<file path="src/hw/sdp_pkg.sv">
package sdp_pkg;
   // ************************************************************
   // register map (byte addresses, one aligned word each)
   // ************************************************************
   localparam logic [7:0] ADDR_MODE_REG_ZERO = 8'h00; // exit mode bit
   localparam logic [7:0] ADDR_MODE_REG_TWO = 8'h04; // self refresh bits
   localparam logic [7:0] ADDR_STATUS = 8'h08; // power state, read only
   localparam logic [7:0] ADDR_BUF_DELAY = 8'h0c; // buffer disable cycles
   // field positions
   localparam int MR0_EXIT_FAST_BIT = 12; // 1 = fast exit, dll on
   localparam int MR2_AUTO_SR_BIT = 6; // automatic self refresh
   localparam int MR2_SR_RANGE_BIT = 7; // extended range
   // reset values
   localparam logic [31:0] MR0_RESET = 32'h0000_0000;
   localparam logic [31:0] MR2_RESET = 32'h0000_0000;
   localparam logic [7:0] BUF_DELAY_RESET = 8'h01;
   // axi responses
   localparam logic [1:0] RESP_OKAY = 2'b00;
   localparam logic [1:0] RESP_SLVERR = 2'b10;
   // dram commands on the pin decode {cs_n, ras_n, cas_n, we_n}
   localparam logic [3:0] CMD_NOP = 4'b0111;
   localparam logic [3:0] CMD_ACT = 4'b0011;
   localparam logic [3:0] CMD_PRE = 4'b0010;
   localparam logic [3:0] CMD_REF = 4'b0001;
   // power states
   typedef enum logic [1:0] {SDP_AWAKE, SDP_ACTIVE_PD, SDP_PRECHARGE_PD} sdp_pd_e;
endpackage : sdp_pkg

</file>
<file path="src/hw/sdp_cfg_if.sv">
`timescale 1ns/10ps
`default_nettype none
// configuration bits travelling from the register file to the core
interface sdp_cfg_if;
   logic exit_fast; // mode_reg_zero exit type
   logic auto_sr; // auto_self_refresh_bit
   logic sr_range; // self_refresh_range_bit
   logic [7:0] buf_delay; // buffer_disable_delay in cycles
   sdp_pkg::sdp_pd_e pd_state; // state back to software
   logic dll_on;
   logic sr_ext_ok; // self refresh may run above the normal range
   modport regs (output exit_fast, auto_sr, sr_range, buf_delay,
                 input pd_state, dll_on, sr_ext_ok);
   modport core (input exit_fast, auto_sr, sr_range, buf_delay,
                 output pd_state, dll_on, sr_ext_ok);
endinterface : sdp_cfg_if
`default_nettype wire

</file>
<file path="src/hw/sdp_pd_core.sv">
`timescale 1ns/10ps
`default_nettype none
// ************************************************************
// power-down state tracking for the dram core
// ************************************************************
module sdp_pd_core
   import sdp_pkg::*;
#(
   parameter int BANKS = 8
)
(
   input wire logic clk_i,
   input wire logic rst_n,
   input wire logic cke_s, // synchronised clock enable
   input wire logic [3:0] cmd_s, // synchronised command
   input wire logic [2:0] ba_s, // bank address
   input wire logic a10_s, // all-bank precharge
   sdp_cfg_if.core cfg,
   output logic buf_en_reg, // input/output buffers enabled
   output logic odt_async_reg // termination in asynchronous mode
);
   // the bank field on the pins is three bits wide, so more banks cannot be told apart
   if (BANKS < 1 || BANKS > 8)
   begin : g_bad_banks
      $error("sdp_pd_core: BANKS out of range");
   end
   logic [BANKS-1:0] open_reg; // per-bank open flags
   logic cke_q; // clock enable at the previous edge
   logic [7:0] bd_cnt_reg; // buffer disable countdown
   sdp_pd_e st_reg;
   function automatic logic is_idle(input logic [3:0] c);
      is_idle = (c == CMD_NOP) || c[3]; // nop or deselect
   endfunction : is_idle
   // bank tracking keeps running while entry proceeds, so pending
   // activations and precharges finish normally
   always_ff @(posedge clk_i or negedge rst_n)
   begin
      if (!rst_n)
         open_reg <= '0;
      else if (cke_q && cmd_s == CMD_ACT)
         open_reg[ba_s[$clog2(BANKS > 1 ? BANKS : 2)-1:0]] <= 1'b1;
      else if (cke_q && cmd_s == CMD_PRE)
      begin
         if (a10_s)
            open_reg <= '0;
         else
            open_reg[ba_s[$clog2(BANKS > 1 ? BANKS : 2)-1:0]] <= 1'b0;
      end
   end
   always_ff @(posedge clk_i or negedge rst_n)
   begin
      if (!rst_n)
         cke_q <= 1'b1;
      else
         cke_q <= cke_s;
   end
   // entry on cke low with nop/des, exit on cke high with nop/des
   always_ff @(posedge clk_i or negedge rst_n)
   begin
      if (!rst_n)
         st_reg <= SDP_AWAKE;
      else
         case (st_reg)
            SDP_AWAKE:
               if (cke_q && !cke_s && is_idle(cmd_s))
                  st_reg <= (|open_reg) ? SDP_ACTIVE_PD : SDP_PRECHARGE_PD;
            default:
               if (cke_s && is_idle(cmd_s))
                  st_reg <= SDP_AWAKE;
               else if (st_reg == SDP_PRECHARGE_PD && |open_reg)
                  st_reg <= SDP_ACTIVE_PD; // late activation completed
               else if (st_reg == SDP_ACTIVE_PD && !(|open_reg))
                  st_reg <= SDP_PRECHARGE_PD; // late precharge completed
         endcase
   end
   // buffers go off after the programmed delay, except clock/odt/cke/reset
   always_ff @(posedge clk_i or negedge rst_n)
   begin
      if (!rst_n)
      begin
         buf_en_reg <= 1'b1;
         bd_cnt_reg <= '0;
      end
      else if (st_reg == SDP_AWAKE)
      begin
         buf_en_reg <= 1'b1;
         bd_cnt_reg <= cfg.buf_delay;
      end
      else if (bd_cnt_reg != 8'h00)
         bd_cnt_reg <= bd_cnt_reg - 8'h01;
      else
         buf_en_reg <= 1'b0;
   end
   // slow-exit precharge power-down: odt asynchronous
   always_ff @(posedge clk_i or negedge rst_n)
   begin
      if (!rst_n)
         odt_async_reg <= 1'b0;
      else
         odt_async_reg <= (st_reg == SDP_PRECHARGE_PD) && !cfg.exit_fast;
   end
   // dll off only in slow-exit precharge power-down
   assign cfg.dll_on = !((st_reg == SDP_PRECHARGE_PD) && !cfg.exit_fast);
   assign cfg.pd_state = st_reg;
   // extended self refresh: auto rate or manual range
   assign cfg.sr_ext_ok = cfg.auto_sr | cfg.sr_range;
endmodule : sdp_pd_core
`default_nettype wire

</file>
<file path="src/hw/sdp_top.sv">
`timescale 1ns/10ps
`default_nettype none
// Contract
// refresh doubled above 85C, 32 ms
// no hot self refresh without auto/range
// range bit picks normal or extended range
// auto bit adapts self refresh rate
// auto and range both set illegal
// cke low with nop enters power-down
// no cke low during mrs/read/write
// activate/precharge/refresh complete during entry
// act/pre/ref one clock, mrs tmod
// read/write entry delays by latency
// slow exit makes odt asynchronous
// entry disables buffers except clk/odt/cke/reset
// only nop/des until buffers off
// unlocked dll needs reset after exit
// open bank gives active power-down
// slow exit dll off, fast on
// active power-down keeps dll on
// mode_reg_zero bit 12 selects exit type
// cke high with nop exits
// power-down at most nine refresh intervals
// controller tracks banks and delays
module sdp_top
   import sdp_pkg::*;
(
   input wire logic clk_i,
   input wire logic resetn_i,
   input wire logic cke_i, // clock-enable pin
   input wire logic [3:0] cmd_i, // {cs_n, ras_n, cas_n, we_n}
   input wire logic [2:0] ba_i,
   input wire logic a10_i,
   input wire logic [7:0] s_axi_awaddr,
   input wire logic s_axi_awvalid,
   output logic s_axi_awready,
   input wire logic [31:0] s_axi_wdata,
   input wire logic [3:0] s_axi_wstrb,
   input wire logic s_axi_wvalid,
   output logic s_axi_wready,
   output logic [1:0] s_axi_bresp,
   output logic s_axi_bvalid,
   input wire logic s_axi_bready,
   input wire logic [7:0] s_axi_araddr,
   input wire logic s_axi_arvalid,
   output logic s_axi_arready,
   output logic [31:0] s_axi_rdata,
   output logic [1:0] s_axi_rresp,
   output logic s_axi_rvalid,
   input wire logic s_axi_rready,
   output logic buf_en_o, // input/output buffers enabled
   output logic odt_async_o, // termination asynchronous
   output logic dll_on_o // dll running
);
   // ************************************************************
   // reset and pin synchronisers
   // ************************************************************
   logic [1:0] rst_sync; // reset release chain
   logic rst_n;
   logic [5:0] pin_m, pin_s; // two-stage pin capture
   logic [2:0] ba_m, ba_s;
   logic mr0_exit_reg, mr2_auto_reg, mr2_range_reg;
   logic [7:0] buf_delay_reg;
   logic [7:0] aw_addr_reg;
   logic aw_have, w_have;
   logic [31:0] w_data_reg;
   logic [3:0] w_strb_reg;
   logic buf_en_w, odt_w;
   sdp_cfg_if cfg ();
   always_ff @(posedge clk_i or negedge resetn_i)
   begin
      if (!resetn_i)
         rst_sync <= 2'b00;
      else
         rst_sync <= {rst_sync[0], 1'b1};
   end
   assign rst_n = rst_sync[1];
   // pins come from the controller's clock path, so two flops first
   always_ff @(posedge clk_i or negedge rst_n)
   begin
      if (!rst_n)
      begin
         pin_m <= {1'b1, CMD_NOP, 1'b0};
         pin_s <= {1'b1, CMD_NOP, 1'b0};
         ba_m <= '0;
         ba_s <= '0;
      end
      else
      begin
         pin_m <= {cke_i, cmd_i, a10_i};
         pin_s <= pin_m;
         ba_m <= ba_i;
         ba_s <= ba_m;
      end
   end
   // ************************************************************
   // axi4-lite write channel: address and data in either order
   // ************************************************************
   always_ff @(posedge clk_i or negedge rst_n)
   begin
      if (!rst_n)
      begin
         aw_have <= 1'b0;
         w_have <= 1'b0;
         aw_addr_reg <= '0;
         w_data_reg <= '0;
         w_strb_reg <= '0;
         s_axi_bvalid <= 1'b0;
         s_axi_bresp <= RESP_OKAY;
         mr0_exit_reg <= MR0_RESET[MR0_EXIT_FAST_BIT];
         mr2_auto_reg <= MR2_RESET[MR2_AUTO_SR_BIT];
         mr2_range_reg <= MR2_RESET[MR2_SR_RANGE_BIT];
         buf_delay_reg <= BUF_DELAY_RESET;
      end
      else
      begin
         if (s_axi_awvalid && s_axi_awready)
         begin
            aw_have <= 1'b1;
            aw_addr_reg <= s_axi_awaddr;
         end
         if (s_axi_wvalid && s_axi_wready)
         begin
            w_have <= 1'b1;
            w_data_reg <= s_axi_wdata;
            w_strb_reg <= s_axi_wstrb;
         end
         if (s_axi_bvalid && s_axi_bready)
            s_axi_bvalid <= 1'b0;
         if (aw_have && w_have && !s_axi_bvalid)
         begin
            aw_have <= 1'b0;
            w_have <= 1'b0;
            s_axi_bvalid <= 1'b1;
            s_axi_bresp <= RESP_OKAY;
            if (aw_addr_reg == ADDR_MODE_REG_ZERO)
            begin
               if (w_strb_reg[1])
                  mr0_exit_reg <= w_data_reg[MR0_EXIT_FAST_BIT];
            end
            else if (aw_addr_reg == ADDR_MODE_REG_TWO)
            begin
               // both bits set is the controller's fault; stored as given
               if (w_strb_reg[0])
               begin
                  mr2_auto_reg <= w_data_reg[MR2_AUTO_SR_BIT];
                  mr2_range_reg <= w_data_reg[MR2_SR_RANGE_BIT];
               end
            end
            else if (aw_addr_reg == ADDR_BUF_DELAY)
            begin
               if (w_strb_reg[0])
                  buf_delay_reg <= w_data_reg[7:0];
            end
            else if (aw_addr_reg != ADDR_STATUS)
               s_axi_bresp <= RESP_SLVERR;
         end
      end
   end
   always_ff @(posedge clk_i or negedge rst_n)
   begin
      if (!rst_n)
      begin
         s_axi_awready <= 1'b0;
         s_axi_wready <= 1'b0;
      end
      else
      begin
         s_axi_awready <= !aw_have && !(s_axi_awvalid && s_axi_awready);
         s_axi_wready <= !w_have && !(s_axi_wvalid && s_axi_wready);
      end
   end
   // ************************************************************
   // axi4-lite read channel
   // ************************************************************
   always_ff @(posedge clk_i or negedge rst_n)
   begin
      if (!rst_n)
      begin
         s_axi_arready <= 1'b0;
         s_axi_rvalid <= 1'b0;
         s_axi_rdata <= '0;
         s_axi_rresp <= RESP_OKAY;
      end
      else
      begin
         s_axi_arready <= !s_axi_rvalid && !s_axi_arready;
         if (s_axi_rvalid && s_axi_rready)
            s_axi_rvalid <= 1'b0;
         if (s_axi_arvalid && s_axi_arready)
         begin
            s_axi_rvalid <= 1'b1;
            s_axi_rresp <= RESP_OKAY;
            s_axi_rdata <= '0;
            if (s_axi_araddr == ADDR_MODE_REG_ZERO)
               s_axi_rdata[MR0_EXIT_FAST_BIT] <= mr0_exit_reg;
            else if (s_axi_araddr == ADDR_MODE_REG_TWO)
            begin
               s_axi_rdata[MR2_AUTO_SR_BIT] <= mr2_auto_reg;
               s_axi_rdata[MR2_SR_RANGE_BIT] <= mr2_range_reg;
            end
            else if (s_axi_araddr == ADDR_STATUS)
               // state, dll, hot self refresh allowed
               s_axi_rdata[3:0] <= {cfg.sr_ext_ok, cfg.dll_on, cfg.pd_state};
            else if (s_axi_araddr == ADDR_BUF_DELAY)
               s_axi_rdata[7:0] <= buf_delay_reg;
            else
               s_axi_rresp <= RESP_SLVERR;
         end
      end
   end
   assign cfg.exit_fast = mr0_exit_reg;
   assign cfg.auto_sr = mr2_auto_reg;
   assign cfg.sr_range = mr2_range_reg;
   assign cfg.buf_delay = buf_delay_reg;
   // ************************************************************
   // power-down core
   // ************************************************************
   sdp_pd_core #(.BANKS(8)) u_core (
      .clk_i(clk_i),
      .rst_n(rst_n),
      .cke_s(pin_s[5]),
      .cmd_s(pin_s[4:1]),
      .ba_s(ba_s),
      .a10_s(pin_s[0]),
      .cfg(cfg.core),
      .buf_en_reg(buf_en_w),
      .odt_async_reg(odt_w)
   );
   // outputs re-registered so each comes straight from a flop
   always_ff @(posedge clk_i or negedge rst_n)
   begin
      if (!rst_n)
      begin
         buf_en_o <= 1'b1;
         odt_async_o <= 1'b0;
         dll_on_o <= 1'b1;
      end
      else
      begin
         buf_en_o <= buf_en_w;
         odt_async_o <= odt_w;
         // taken from the termination flop, so the dll never reads as off
         // a cycle before termination has gone asynchronous
         dll_on_o <= !odt_w;
      end
   end
endmodule : sdp_top
`default_nettype wire

</file>
<file path="config.mk">
export PLATFORM = sky130hd
export DESIGN_NAME = sdp_top
export DESIGN_NICKNAME = d
export VERILOG_FILES = /design/src/hw/sdp_pkg.sv /design/src/hw/sdp_cfg_if.sv /design/src/hw/sdp_pd_core.sv /design/src/hw/sdp_top.sv
export SDC_FILE = /design/constraint.sdc
export NUM_CORES = 1
export LEC_CHECK = 0
export ABC_AREA = 1
export ABC_CLOCK_PERIOD_IN_PS = 8000
export BUFFER_PORTS_ARGS = -buffer_cell sky130_fd_sc_hd__buf_2
export CORE_MARGIN = 8
export CORE_UTILIZATION = 43
export CTS_CLUSTER_DIAMETER = 80
export DETAILED_ROUTE_END_ITERATION = 7
export PLACE_DENSITY = 0.78
export SYNTH_ARGS = -nofsm -noshare
export SYNTH_HDL_FRONTEND = slang
export SYNTH_HIERARCHICAL = 1
export SYNTH_SLANG_ARGS = --single-unit
</file>
<file path="constraint.sdc">
create_clock -name clk_i -period 8 [get_ports clk_i]
set_clock_uncertainty 0.15 [all_clocks]
set_input_delay 0.8 -clock clk_i [delete_from_list [all_inputs] [get_ports clk_i]]
set_output_delay 0.8 -clock clk_i [all_outputs]
set_load 0.005 [all_outputs]
</file>
==> impl_metrics.py <==
metrics = {
    "clock_tree": {
        "clockBufferDepth": 2,
        "ctsHoldBuffers": 0,
        "root_buffer": "clkbuf_8",
        "clock-sinks": 92,
        "clkLatencyLatePin_ns": 0.37,
        "cts_tree": "yes",
        "cts_buffers": 9,
        "postCtsSetupRepairBufs": 0,
        "path_clk_slew_ns": 0.09,
        "htree_levels": 3,
        "cts.repair.resized": 0,
    },
    "floorplanning": {
        "die-area_sq_mm": 0.0131,
        "rows": 36,
        "dieHeight_microns": 114,
        "core-area_sq_mm": 0.00955,
        "io_pins": 112,
        "initial_core_util_pct": 43.5,
        "die_width_microns": 114,
    },
    "placed_design": {
        "portBuffers": 61,
        "dpl.hpwl_mm": 5.75,
        "place_congestion": 0.842,
        "pre_cts_slack_ns": 5.97,
        "placed_area_sq_mm": 0.00446,
    },
    "grt": {
        "grt.overflow.total": 0,
        "grt_max_degree": 91,
        "grt_pass1_vias": 3064,
        "grt_pass1_wl_mm": 13.3,
        "track_usage_pct": 12.7,
        "antenna_found_initial": 0,
    },
    "sta": {
        "fin_crit_sh_pct": 24.3,
        "setup_viol": 0,
        "hold_viol": 0,
        "worst_slack_ns": 6.06,
        "max-slew-margin-rel_pct": 27.2,
        "tightest_slew_ns": 1.09,
        "report.final.slew_viol_count": 0,
        "rsz0062_at_grt": "false",
        "period_needed_ns": 1.94,
        "tns_ns": 0,
        "fmax_mhz": 515,
    },
    "detailed_routing": {
        "routed_wl_mm": 7.85,
        "wl_per_cell_microns": 11.8,
        "via_per_inst": 4.58,
        "drtPass1Iterations": 4,
        "drt_iter0_drc": 170,
        "vias": 3039,
        "ant_nets": 0,
        "drc": 0,
    },
    "critical_path": {
        "crit_family": "flip-flops",
        "end_kind": "output port",
        "crit_path_start_kind": "flip-flop",
        "path_cells": "buf_2",
        "cp_slowest_cell": "dfstp_2",
        "crit_arrival_ns": 0.99,
        "crit_fanout": 1,
        "critPathBufInv": 1,
        "cpPeakStageDelay_ns": 0.52,
        "cp.required_ns": 7.05,
        "path_class": "reg2out",
    },
    "run": {
        "maxCapViolCount": 0,
    },
    "logic_synthesis": {
        "syn_area_per_cell_sq_um": 8.93,
        "syn_area_sq_mm": 0.00415,
        "synth_cell_types": 37,
        "ys_warn_count": 6,
        "syn_inst": 465,
        "synth.ff_latch_count": 92,
        "ys_seq_area_share_pct": 55.8,
    },
    "cells_and_area": {
        "final_common_cell": "nand2_1",
        "final_area_sq_mm": 0.00467,
        "layout_common_cells": "nand2_1 (155), dfrtp_1 (78), buf_2 (61)",
        "drive_gt1_share_pct": 22.8,
        "final_nets": 595,
        "syn2layout_area_growth_pct": 12.4,
        "diodes": 0,
    },
    "power": {
        "ir_drop_mv": 0.173,
        "p_leak_nw": 2.50,
        "power_density_mw_per_mm2": 294,
    },
    "min_path": {
        "hold_path.class": "in2async",
    },
    "run_status": {
        "outcome": "finished clean",
    },
}
[synth_stat cells]
cell type,n,area share (%)
nand4_1,4,0.60
o21a_1,1,0.18
nand3_1,40,4.8
nand4_2,1,0.30
o21ai_0,11,1.3
inv_1,38,3.4
nor2_2,10,1.5
nand3_4,1,0.42
buf_6,3,0.81
buf_2,4,0.48
nand3b_1,1,0.18
o211ai_1,1,0.18
nand2_1,155,14
buf_4,25,4.5
xor2_1,2,0.42
nor3_1,3,0.36
or2_2,1,0.15
o21ai_1,7,0.84
o22ai_2,6,1.8
clkinv_1,1,0.090
a21oi_1,3,0.36
ha_1,1,0.30
nand2_2,1,0.15
or2_1,1,0.15
a31oi_1,1,0.15
and2_1,2,0.30
clkbuf_1,3,0.27
nor3_4,1,0.39
dfstp_2,13,8.2
nor3_2,1,0.24
dfrtp_1,79,48
nand3_2,2,0.48
inv_2,3,0.27
nor2_1,30,2.7
conb_1,2,0.18
xnor2_1,3,0.63
nor2_4,4,1.1
[cells by family (layout without fill, tap and decap cells)]
group,after synthesis,count (layout),share of synthesized area [%]
XOR/XNOR,5,5,1.06
flip-flops,92,92,55.8
AO/OA/AOI/OAI,30,30,4.85
other,2,26,0.181
buffers and inverters,77,119,9.89
AND/OR/NAND/NOR,258,258,27.9
adder cells (fa/ha/maj),1,1,0.301
[worst paths after layout]
kind | to | depth (start not counted) | slack (ns) | start
worst min-delay path | rst_sync[1] | 1 | 0.05 | resetn_i
worst min register to register | ba_s[0] | 0 | 0.20 | ba_m[0]
worst max register to register | u_core/open_reg[5] | 6 | 6.27 | pin_s[2]
min in group clk_i | ba_s[0] | 0 | 0.20 | ba_m[0]
max in group asynchronous | s_axi_rdata[6] | 0 | 6.63 | rst_sync[1]
worst max-delay path | dll_on_o | 1 | 6.06 | dll_on_o
[per-stage QoR]
stage | utilization [%] | hold slack [ns] | cells | total power, mW
2_1_floorplan | - | 0.181 | 489 | 0.970
3_3_place_gp | 46.8 | 0.185 | 648 | 1.04
3_5_place_dp | 46.8 | 0.185 | 648 | 1.06
4_1_cts | 48.9 | 0.0345 | 664 | 1.38
5_1_grt | 48.9 | 0.0357 | 664 | 1.48
6_report | 48.9 | 0.0486 | 664 | 1.37
[cell type report]
type / instances / area, sq um
clock inverters: 4 / 48.8
flip-flops and latches: 92 / 2320
repair buffers: 61 / 305
fillers: 906 / 4880
well taps: 133 / 166
inverters: 42 / 158
clock buffers: 12 / 155
multi-input cells: 320 / 1510
[routing by layer]
layer  vias to the layer above  track usage [%]  wire (microns)
li1                       1526                -               -
met1                      1400             14.1            3330
met2                        95             20.6            3580
met3                        18             5.43             697
met4                         0             6.12             235
met5                         -                0               0
[report_power, final]
part	total [mW]	internal (mW)	switching (mW)
clock network	0.320	0.161	0.159
logic	0.372	0.142	0.231
registers	0.678	0.586	0.0918
total	1.37	0.889	0.481
No activity file was read; power rests on OpenSTA's default activity.
